### config.mk
export PLATFORM = sky130hd
export DESIGN_NAME = power_saving_mode_control
export DESIGN_NICKNAME = d
export VERILOG_FILES = /design/src/pwr_mode_pkg.sv /design/src/power_saving_mode_control.sv /design/src/slow_divider.sv
export SDC_FILE = /design/constraint.sdc
export NUM_CORES = 1
export LEC_CHECK = 0
export BUFFER_PORTS_ARGS = -buffer_cell sky130_fd_sc_hd__buf_4
export CAP_MARGIN = 20
export CELL_PAD_IN_SITES_DETAIL_PLACEMENT = 1
export CELL_PAD_IN_SITES_GLOBAL_PLACEMENT = 1
export CORE_MARGIN = 8
export CORE_UTILIZATION = 39
export CTS_BUF_LIST = sky130_fd_sc_hd__clkbuf_8
export DETAILED_ROUTE_END_ITERATION = 6
export PLACE_DENSITY = 0.95
export SYNTH_ARGS = -nofsm -noshare
export SYNTH_HDL_FRONTEND = slang
export SYNTH_SLANG_ARGS = --single-unit
export TNS_END_PERCENT = 5
### constraint.sdc
create_clock -name CLK -period 4.24 [get_ports CLK]
set_input_delay 0.636 -clock CLK [delete_from_list [all_inputs] [get_ports CLK]]
set_output_delay 0.636 -clock CLK [all_outputs]
set_load 0.01 [all_outputs]
### src/pwr_mode_pkg.sv
// Package for the power-mode controller: register map, fields, modes, timing.
// Assumes a 20 MHz system clock and an APB slave with 32-bit data.
package pwr_mode_pkg;

    // ------------------------------------------------------------
    // Register offsets (byte addresses)
    // ------------------------------------------------------------
    localparam logic [7:0] OFS_MAIN_CLOCK_CTRL_STATUS = 8'h00;
    localparam logic [7:0] OFS_TIMER_CFG = 8'h04;
    localparam logic [7:0] OFS_MODE_STATUS = 8'h08;

    // ------------------------------------------------------------
    // Field positions and reset values
    // ------------------------------------------------------------
    localparam int SLOW_SELECT_BIT = 0;
    localparam logic [1:0] MCCS_RESET = 2'h0;
    localparam int TIMEBASE_IRQ_ENABLE = 0;
    localparam int OVERFLOW_IRQ_ENABLE = 1;
    localparam int AUTORELOAD_CLKSEL_LO = 2;
    localparam int AUTORELOAD_CLKSEL_HI = 3;
    localparam int WATCHDOG_ON_HALT_OPTION = 4;
    localparam logic [4:0] TIMER_CFG_RESET = 5'h00;

    // ------------------------------------------------------------
    // Timing
    // ------------------------------------------------------------
    localparam int SLOW_DIVIDE = 32;
    localparam int RESTART_CYCLES = 256;
    localparam logic [4:0] SLOW_DIV_LAST = 5'(SLOW_DIVIDE - 1);
    localparam logic [8:0] RESTART_LAST = 9'(RESTART_CYCLES - 1);

    // ------------------------------------------------------------
    // Operating modes
    // ------------------------------------------------------------
    typedef enum logic [2:0]
    {
        MODE_RUN = 3'b000,
        MODE_WAIT = 3'b001,
        MODE_ACTIVE_HALT = 3'b010,
        MODE_HALT = 3'b011,
        MODE_RESTART = 3'b100
    } mode_e;

    // Controls that leave toward the core and clock tree
    typedef struct packed
    {
        logic cpu_clk_en;
        logic periph_clk_en;
        logic osc_on;
        logic timer_clk_en;
    } clk_ctl_s;

endpackage

### src/power_saving_mode_control.sv
// Power-mode controller: run, slow, wait, active-halt, halt and restart.
// Assumes the core pulses its wait/halt instructions and wake sources are
// synchronous to CLK; registers are reached over an APB slave.
`timescale 1ns/1ns
module power_saving_mode_control
    import pwr_mode_pkg::*;
(
    input wire logic CLK,
    input wire logic RST_N,
    input wire logic PSEL,
    input wire logic PENABLE,
    input wire logic PWRITE,
    input wire logic [7:0] PADDR,
    input wire logic [31:0] PWDATA,
    output logic [31:0] PRDATA,
    output logic PREADY,
    output logic PSLVERR,
    input wire logic WAIT_INSTR,
    input wire logic HALT_INSTR,
    input wire logic WATCHDOG_ACTIVE,
    input wire logic LITE_TIMER_IRQ,
    input wire logic AUTORELOAD_TIMER_IRQ,
    input wire logic HALT_WAKE_IRQ,
    input wire logic ANY_IRQ,
    input wire logic WAKE_RESET,
    input wire logic IRQ_SERVICE,
    input wire logic FLAGS_POP,
    input wire logic SAVED_MASK,
    output logic CPU_CLK_EN,
    output logic PERIPH_CLK_EN,
    output logic OSC_ON,
    output logic TIMER_CLK_EN,
    output logic IRQ_MASK,
    output logic PUSH_FLAGS,
    output logic VECTOR_FETCH,
    output logic RESET_VECTOR,
    output logic WATCHDOG_RESET,
    output logic [2:0] MODE
);

    // ------------------------------------------------------------
    // APB decode
    // ------------------------------------------------------------
    wire access = PSEL && PENABLE;
    wire wr = access && PWRITE;
    wire hit_mccs = (PADDR == OFS_MAIN_CLOCK_CTRL_STATUS);
    wire hit_tcfg = (PADDR == OFS_TIMER_CFG);
    wire hit_stat = (PADDR == OFS_MODE_STATUS);
    wire mapped = hit_mccs || hit_tcfg || hit_stat;

    logic [1:0] main_clock_ctrl_status; // Bit 0 slow select, bit 1 clock out
    logic [4:0] timer_cfg; // Copies of timer enables and watchdog option
    mode_e mode; // Present operating mode
    logic from_halt; // Restart came out of a full halt
    logic irq_pending_exit; // Restart ends by interrupt, not reset vector
    logic [8:0] restart_count; // Cycles spent restarting
    logic tick; // Slow-mode enable pulse

    // Register writes steer the block; slow select at bit 0
    always_ff @(posedge CLK or negedge RST_N)
    begin
        if (!RST_N)
        begin
            main_clock_ctrl_status <= MCCS_RESET;
            timer_cfg <= TIMER_CFG_RESET;
        end
        else if (wr && hit_mccs)
            main_clock_ctrl_status <= PWDATA[1:0];
        else if (wr && hit_tcfg)
            timer_cfg <= PWDATA[4:0];
    end

    // Read mux; status register shows mode and restart count
    wire [31:0] next_prdata =
        hit_mccs ? {30'h0, main_clock_ctrl_status} :
        hit_tcfg ? {27'h0, timer_cfg} :
        hit_stat ? {20'h0, restart_count, mode} : 32'h0;

    // Zero-wait slave; unmapped addresses answer with an error
    always_ff @(posedge CLK or negedge RST_N)
    begin
        if (!RST_N)
        begin
            PRDATA <= 32'h0;
            PREADY <= 1'b0;
            PSLVERR <= 1'b0;
        end
        else
        begin
            PRDATA <= (PSEL && !PENABLE && !PWRITE) ? next_prdata : PRDATA;
            PREADY <= PSEL && !PENABLE;
            PSLVERR <= PSEL && !PENABLE && !mapped;
        end
    end

    // ------------------------------------------------------------
    // Mode decisions
    // ------------------------------------------------------------
    wire slow = main_clock_ctrl_status[SLOW_SELECT_BIT];
    // Clock select pattern 0 then 1 means hi=0, lo=1
    wire active_halt_en = timer_cfg[TIMEBASE_IRQ_ENABLE] ||
        (timer_cfg[OVERFLOW_IRQ_ENABLE] && !timer_cfg[AUTORELOAD_CLKSEL_HI] &&
         timer_cfg[AUTORELOAD_CLKSEL_LO]);
    wire wdg_opt = timer_cfg[WATCHDOG_ON_HALT_OPTION];
    // Option clear with watchdog running resets on full halt; active-halt never
    wire halt_wdg_reset = HALT_INSTR && WATCHDOG_ACTIVE && !wdg_opt &&
        !active_halt_en;
    wire ah_wake_irq = LITE_TIMER_IRQ || AUTORELOAD_TIMER_IRQ;
    wire restart_done = (restart_count == RESTART_LAST);
    wire run_instr = (mode == MODE_RUN) && !halt_wdg_reset;

    // Next mode
    mode_e next_mode;
    always_comb
    begin
        next_mode = mode;
        unique case (mode)
            MODE_RUN:
                if (run_instr && HALT_INSTR)
                    next_mode = active_halt_en ? MODE_ACTIVE_HALT : MODE_HALT;
                else if (WAIT_INSTR)
                    next_mode = MODE_WAIT;
            MODE_WAIT:
                if (ANY_IRQ || WAKE_RESET)
                    next_mode = MODE_RUN;
            MODE_ACTIVE_HALT:
                if (WAKE_RESET)
                    next_mode = MODE_RESTART;
                else if (ah_wake_irq)
                    next_mode = MODE_RUN;
            MODE_HALT:
                if (WAKE_RESET || HALT_WAKE_IRQ)
                    next_mode = MODE_RESTART;
            MODE_RESTART:
                if (restart_done)
                    next_mode = MODE_RUN;
            default:
                next_mode = MODE_RUN;
        endcase
    end

    // Mode register and restart bookkeeping
    always_ff @(posedge CLK or negedge RST_N)
    begin
        if (!RST_N)
        begin
            mode <= MODE_RUN;
            from_halt <= 1'b0;
            irq_pending_exit <= 1'b0;
        end
        else
        begin
            mode <= next_mode;
            if (mode == MODE_HALT && next_mode == MODE_RESTART)
            begin
                from_halt <= 1'b1;
                irq_pending_exit <= !WAKE_RESET; // Reset beats interrupt
            end
            else if (mode == MODE_ACTIVE_HALT && next_mode == MODE_RESTART)
            begin
                from_halt <= 1'b0;
                irq_pending_exit <= 1'b0;
            end
        end
    end

    // Restart counter: oscillator settles for 256 cycles
    always_ff @(posedge CLK or negedge RST_N)
    begin
        if (!RST_N)
            restart_count <= 9'h000;
        else if (mode == MODE_RESTART)
            restart_count <= restart_count + 9'h001;
        else
            restart_count <= 9'h000;
    end

    // ------------------------------------------------------------
    // Clock gating
    // ------------------------------------------------------------
    // Oscillator stops only in full halt; it runs again for the restart count
    wire osc_run = (mode != MODE_HALT);
    slow_divider u_div
    (
        .CLK(CLK),
        .RST_N(RST_N),
        .slow(slow),
        .run(osc_run),
        .tick(tick)
    );

    wire next_cpu_en = tick && (next_mode == MODE_RUN);
    // Peripherals run in run and wait, slow-wait keeps the divided tick
    wire next_periph_en = tick &&
        (next_mode == MODE_RUN || next_mode == MODE_WAIT);
    wire next_timer_en = tick && (next_mode != MODE_HALT) &&
        (next_mode != MODE_RESTART || !from_halt);
    wire next_osc = (next_mode != MODE_HALT);
    // Enables travel together toward the core and clock tree
    wire clk_ctl_s next_clk = {next_cpu_en, next_periph_en, next_osc, next_timer_en};

    // Clock outputs registered; they follow the next mode
    always_ff @(posedge CLK or negedge RST_N)
    begin
        if (!RST_N)
        begin
            CPU_CLK_EN <= 1'b0;
            PERIPH_CLK_EN <= 1'b0;
            TIMER_CLK_EN <= 1'b0;
            OSC_ON <= 1'b1;
        end
        else
        begin
            CPU_CLK_EN <= next_clk.cpu_clk_en;
            PERIPH_CLK_EN <= next_clk.periph_clk_en;
            TIMER_CLK_EN <= next_clk.timer_clk_en;
            OSC_ON <= next_clk.osc_on;
        end
    end

    // ------------------------------------------------------------
    // Interrupt mask and service handshake
    // ------------------------------------------------------------
    wire enter_low = (mode == MODE_RUN) &&
        (next_mode == MODE_WAIT || next_mode == MODE_ACTIVE_HALT ||
         next_mode == MODE_HALT);

    // Service sets the mask; a pop restores it; entry clears it
    always_ff @(posedge CLK or negedge RST_N)
    begin
        if (!RST_N)
            IRQ_MASK <= 1'b1;
        else if (IRQ_SERVICE)
            IRQ_MASK <= 1'b1;
        else if (enter_low)
            IRQ_MASK <= 1'b0;
        else if (FLAGS_POP)
            IRQ_MASK <= SAVED_MASK;
    end

    // Exit strobes: vector request and push of flags, one cycle each
    wire irq_exit = (mode == MODE_WAIT && ANY_IRQ && !WAKE_RESET) ||
        (mode == MODE_ACTIVE_HALT && ah_wake_irq && !WAKE_RESET) ||
        (mode == MODE_RESTART && restart_done && irq_pending_exit);
    wire rst_exit = (mode == MODE_WAIT && WAKE_RESET) ||
        (mode == MODE_RESTART && restart_done && !irq_pending_exit);

    always_ff @(posedge CLK or negedge RST_N)
    begin
        if (!RST_N)
        begin
            VECTOR_FETCH <= 1'b0;
            RESET_VECTOR <= 1'b0;
            PUSH_FLAGS <= 1'b0;
            WATCHDOG_RESET <= 1'b0;
            MODE <= 3'h0;
        end
        else
        begin
            VECTOR_FETCH <= irq_exit || rst_exit;
            RESET_VECTOR <= rst_exit;
            PUSH_FLAGS <= irq_exit;
            WATCHDOG_RESET <= halt_wdg_reset;
            MODE <= next_mode;
        end
    end

    // ------------------------------------------------------------
    // Checks
    // ------------------------------------------------------------
    chk_restart_length: assert property (@(posedge CLK) disable iff (!RST_N)
        $rose(mode == MODE_RESTART) |-> (mode == MODE_RESTART) [*8])
        else $error("restart ended too early");
    chk_restart_exit: assert property (@(posedge CLK) disable iff (!RST_N)
        $rose(mode == MODE_RESTART) |-> ##[255:257] (mode == MODE_RUN))
        else $error("restart not 256 cycles");
    chk_ah_irq_fast: assert property (@(posedge CLK) disable iff (!RST_N)
        (mode == MODE_ACTIVE_HALT && ah_wake_irq && !WAKE_RESET) |=> mode == MODE_RUN)
        else $error("active-halt interrupt exit not immediate");
    chk_ah_only_timer: assert property (@(posedge CLK) disable iff (!RST_N)
        (mode == MODE_ACTIVE_HALT && !ah_wake_irq && !WAKE_RESET) |=>
        mode == MODE_ACTIVE_HALT)
        else $error("active-halt left without timer wake");
    chk_halt_choice: assert property (@(posedge CLK) disable iff (!RST_N)
        (mode == MODE_RUN && HALT_INSTR && !halt_wdg_reset) |=>
        mode == ($past(active_halt_en) ? MODE_ACTIVE_HALT : MODE_HALT))
        else $error("wrong halt variant");
    chk_mask_entry: assert property (@(posedge CLK) disable iff (!RST_N)
        (enter_low && !IRQ_SERVICE) |=> !IRQ_MASK)
        else $error("mask not cleared on entry");
    chk_osc_halt: assert property (@(posedge CLK) disable iff (!RST_N)
        (mode == MODE_HALT) |-> !OSC_ON && !CPU_CLK_EN && !PERIPH_CLK_EN)
        else $error("clocks run in full halt");
    chk_slow_tick: assert property (@(posedge CLK) disable iff (!RST_N)
        (CPU_CLK_EN && slow && $stable(slow) && mode == MODE_RUN) |=>
        !CPU_CLK_EN [*8])
        else $error("slow clock too fast");
    chk_ah_no_wdg: assert property (@(posedge CLK) disable iff (!RST_N)
        (HALT_INSTR && active_halt_en) |=> !WATCHDOG_RESET)
        else $error("watchdog reset in active-halt");
    chk_wait_wake: assert property (@(posedge CLK) disable iff (!RST_N)
        (mode == MODE_WAIT && ANY_IRQ && !WAKE_RESET) |=>
        (mode == MODE_RUN && VECTOR_FETCH && PUSH_FLAGS))
        else $error("wait not left on interrupt");
    chk_wait_cpu_off: assert property (@(posedge CLK) disable iff (!RST_N)
        (mode == MODE_WAIT) |-> !CPU_CLK_EN)
        else $error("cpu clocked during wait");
    chk_wdg_reset: assert property (@(posedge CLK) disable iff (!RST_N)
        (mode == MODE_RUN && HALT_INSTR && !WAIT_INSTR && WATCHDOG_ACTIVE && !wdg_opt &&
         !active_halt_en) |=> (WATCHDOG_RESET && mode == MODE_RUN))
        else $error("no watchdog reset on halt");
    chk_halt_timer_off: assert property (@(posedge CLK) disable iff (!RST_N)
        (mode == MODE_HALT) |-> !TIMER_CLK_EN)
        else $error("timer clocked in full halt");
    chk_mask_pop: assert property (@(posedge CLK) disable iff (!RST_N)
        (FLAGS_POP && !IRQ_SERVICE && !enter_low) |=> IRQ_MASK == $past(SAVED_MASK))
        else $error("mask not restored by pop");
    chk_service_mask: assert property (@(posedge CLK) disable iff (!RST_N)
        IRQ_SERVICE |=> IRQ_MASK)
        else $error("mask not set by service");
    chk_ah_clocks: assert property (@(posedge CLK) disable iff (!RST_N)
        (mode == MODE_ACTIVE_HALT) |-> (OSC_ON && !PERIPH_CLK_EN && !CPU_CLK_EN))
        else $error("wrong clocks in active-halt");

endmodule

### src/slow_divider.sv
// Divides the oscillator-rate clock into a one-cycle enable pulse.
// Assumes one clock; when slow mode is off every cycle with run high is enabled.
`timescale 1ns/1ns
module slow_divider
    import pwr_mode_pkg::*;
(
    input wire logic CLK,
    input wire logic RST_N,
    input wire logic slow,
    input wire logic run,
    output logic tick
);

    // ------------------------------------------------------------
    // Divider counter
    // ------------------------------------------------------------
    logic [4:0] count; // Position inside one slow period
    wire wrap = (count == SLOW_DIV_LAST);

    // Count only while the oscillator is running
    always_ff @(posedge CLK or negedge RST_N)
    begin
        if (!RST_N)
            count <= 5'h00;
        else if (!run || !slow)
            count <= 5'h00;
        else
            count <= count + 5'h01;
    end

    // While running, tick once per 32 cycles in slow mode, every cycle otherwise
    always_ff @(posedge CLK or negedge RST_N)
    begin
        if (!RST_N)
            tick <= 1'b0;
        else
            tick <= run && (!slow || wrap);
    end

endmodule

==> impl_summary.log <==
INFO  metric yosys-top-cells-count = 48 x sky130_fd_sc_hd__dfrtp_1, 24 x sky130_fd_sc_hd__nor2_1, 20 x sky130_fd_sc_hd__buf_4
INFO  metric path_delay_family = simple AND/OR/NAND/NOR gates
INFO  metric crit_path_top_delay_cell = sky130_fd_sc_hd__or4b_1
INFO  metric power.density_cell_area = 416.6 nW/um^2
INFO  metric dp_hpwl = 4467 microns
INFO  metric routed_wire_length_per_instance = 16.89 microns
INFO  metric globalRouteOverflowTotal = 0
INFO  metric grt_setup_unrepaired = no
INFO  metric post-cts-setup-buffer-count = 0
INFO  metric area_growth = 20.63%
INFO  metric io_pins = 102
INFO  metric ys_seq_area_frac = 0.5341
INFO  metric place.gp.congestion = 0.8158
INFO  metric htreeDepth = 2
INFO  metric initial_core_util = 0.3988
INFO  metric synthesis.instances = 216
INFO  metric number_of_global_route_vias_before_repair = 1988
INFO  metric critical_path_required = 4430 ps
INFO  metric startpoint = PADDR[5]
INFO  metric netlist.area_leader.share = 0.5117
INFO  metric antenna-diode-count = 0
INFO  metric critical_path.reg2reg.startpoint = MODE[0]$_DFF_PN0_
INFO  metric core.rowCount = 28
INFO  metric minimum_clock_period_after_layout = 2088 ps
INFO  metric worst_clock_skew = 7.047 ps
INFO  metric synth_top_area_cell = sky130_fd_sc_hd__dfrtp_1
INFO  metric clock_latency = 300 ps
INFO  metric slew_headroom = 0.4774
INFO  metric top_area_cells_in_the_synthesized_netlist = sky130_fd_sc_hd__dfrtp_1 51%, sky130_fd_sc_hd__buf_4 6.4%, sky130_fd_sc_hd__nor2_1 3.8%, sky130_fd_sc_hd__mux2_4 3.2%, sky130_fd_sc_hd__a22o_1 2.6%
INFO  metric setup_viol_count_final = 0
INFO  metric max_slew.worst_pin.slew = 783.8 ps
INFO  metric maxSlewViolCount = 0
INFO  metric finalSetupTns = 0 ps
INFO  metric cts_sink_cnt = 50
INFO  metric syn_area_per_cell = 10.87 sq um
INFO  metric routed_wirelength = 5828 microns
INFO  metric compound_gate_fraction_of_synth_area = 0.1098
INFO  metric antenna_found_initial = 0
INFO  metric path_cells = buf_4 -> nor4_2 -> nand2_2 -> or4b_1 -> mux2_4
INFO  metric detailedRoute.firstPassIterationCount = 4
INFO  metric synth_edf_count = 0
INFO  metric final_antenna_net_count = 0
INFO  metric layout_cell_area_excl_fill = 2831 sq um
INFO  metric power.ir.vdd_worst = 0.1974 mV
INFO  metric crit_path_start_kind = input port
INFO  metric multiInputGateArea = 968.4 sq um
INFO  metric synth-xor-area-share = 0.02612
INFO  metric synth.most_common_cell = sky130_fd_sc_hd__dfrtp_1
INFO  metric number_of_drc_violations_after_detailed_routing = 0
INFO  metric design.core.area = 5886 sq um
INFO  metric die_x_extent = 93.58 microns
INFO  metric numCtsBuffers = 5
INFO  metric hold_viol = 0
INFO  metric cts_tree = yes
INFO  metric hold_class = input port to asynchronous set/reset pin
INFO  metric synth.area.mux_share = 0.05864
INFO  metric finalNetCount = 329
INFO  metric floorplan.die_area = 8757 sq um
INFO  metric postCtsResizedCells = 0
INFO  metric post_synth_fa_ha_maj_area_fraction = 0.02132
INFO  metric dpl_cell_area = 2740 sq um
INFO  metric max_cap_viol_count = 0
INFO  metric global_route_wire_length_before_repair = 9666 microns
INFO  metric max_fanout_on_critical_path = 9
INFO  metric critical-path-max-stage-delay = 720 ps
INFO  metric clk_pin_slew_worst_paths = 90 ps
INFO  metric grt_max_degree = 51
INFO  metric clock_path_buffers = 2
INFO  metric synth.distinct_cells = 45
INFO  metric synth_simple_gate_area_frac = 0.1647
INFO  metric total_leakage_power = 1.421 nW
INFO  metric synth_ff_type = sky130_fd_sc_hd__dfrtp_1
INFO  metric yosys_register_bits = 50
INFO  metric synth_top_family_by_area = simple AND/OR/NAND/NOR gates
INFO  metric final_layout_size_suffix_gt1_frac = 0.2667
INFO  metric ctsRootBufferMaster = sky130_fd_sc_hd__clkbuf_8
INFO  metric postSynth.asyncResetShare = 1.000
INFO  metric drt-initial-drc-count = 94
INFO  metric overall_routing_resource_usage = 0.1392
INFO  metric vias = 1755
INFO  metric critical_path_capture_point_type = register
INFO  metric clock.fmax = 479.0 MHz
INFO  metric n_fill_cell = 678
INFO  metric ys.warnings.count = 0
INFO  metric period_share = 0.4924
INFO  metric sequential_cell_area = 1254 sq um
INFO  metric critPathArrivalTime = 2270 ps
INFO  metric worstSetupPathType = input port to register
INFO  metric via_per_inst = 5.087
INFO  metric cts_hold_buffers = 0
INFO  metric netlist_area = 2347 sq um
INFO  metric status = finished clean
INFO  metric cp.buffers_inverters = 1
INFO  metric port_buffers = 54
INFO  metric die_height = 93.58 microns
through the flow:
step	power (mW)	worst slack, ps	std cells	util	hold slack (ps)
3_5_place_dp	0.9129	1806	337	0.4656	457.8
3_3_place_gp	0.8917	1854	337	0.4656	446.6
2_1_floorplan	0.7721	2107	235	-	340.4
5_1_grt	1.248	2071	345	0.4811	392.5
6_report	1.180	2152	345	0.4811	333.9
4_1_cts	1.193	2137	345	0.4811	362.6
flip-flops by register name, summed over array words and instances (netlist names), 2 cells and up:
name,count
PRDATA,12
timer_cfg,5
restart_count,9
MODE,3
main_clock_ctrl_status,2
u_div.count,5
path summary, 6_finish.rpt:
check                                           end  slack [ps]  cells after the start
max in group asynchronous     PRDATA[8]$_DFFE_PN0P_        3480                      1
min reg2reg                u_div.count[0]$_DFF_PN0_         470                      1
max                        timer_cfg[2]$_DFFE_PN0P_        2150                      5
min in group CLK           u_div.count[0]$_DFF_PN0_         470                      1
min                               MODE[2]$_DFF_PN0_         330                      1
max reg2reg                  TIMER_CLK_EN$_DFF_PN0_        2350                      4
report_power, final:
group	switching [mW]	internal [mW]	total, mW
clock	0.152	0.129	0.281
combinational	0.159	0.135	0.294
sequential	0.0668	0.538	0.605
total	0.377	0.802	1.18
metal layers:
metal  global-route usage  wire length, microns  up-vias
li1                     -                     -      808
met1               0.1515                  2336      885
met2               0.2444                  3012       56
met3              0.04888                   413        6
met4              0.04888                    66        0
met5                    0                     0        -
cells in the final DEF (no fill, tap or decap), types with 2 or more instances in the layout:
master,synthesis,routed
sky130_fd_sc_hd__o31ai_1,7,7
sky130_fd_sc_hd__clkbuf_8,0,6
sky130_fd_sc_hd__inv_1,4,5
sky130_fd_sc_hd__nor2b_1,6,6
sky130_fd_sc_hd__a21oi_1,8,8
sky130_fd_sc_hd__buf_4,20,54
sky130_fd_sc_hd__mux2_4,5,5
sky130_fd_sc_hd__a22oi_1,3,3
sky130_fd_sc_hd__mux2_1,2,2
sky130_fd_sc_hd__conb_1,1,20
sky130_fd_sc_hd__and3_1,7,7
sky130_fd_sc_hd__ha_1,4,4
sky130_fd_sc_hd__nand2_1,15,15
sky130_fd_sc_hd__or3_1,2,2
sky130_fd_sc_hd__nand3_1,5,5
sky130_fd_sc_hd__xnor2_1,4,4
sky130_fd_sc_hd__mux2i_1,4,4
sky130_fd_sc_hd__a22o_1,7,7
sky130_fd_sc_hd__o21ai_0,2,2
sky130_fd_sc_hd__xor2_1,3,3
sky130_fd_sc_hd__nor3_1,2,2
sky130_fd_sc_hd__dfstp_2,2,2
sky130_fd_sc_hd__nand2b_1,5,5
sky130_fd_sc_hd__nor2_1,24,24
sky130_fd_sc_hd__dfrtp_1,48,48
layout make-up:
class,count,share of cell area
clock buffer,6,0.02916
clock inverter,2,0.003093
inverter,5,0.006628
multi-input combinational,153,0.3420
sequential,50,0.4428
tap,75,0.03314
timing repair buffer,54,0.1432
cells by family after synthesis:
group | Yosys count
fa+ha+maj | 4
xor+xnor | 7
buf+inv | 32
compound gates | 36
simple gates | 75
other cells | 1
mux | 11
flops | 50
Note: power is estimated with default switching activity, not from simulation.
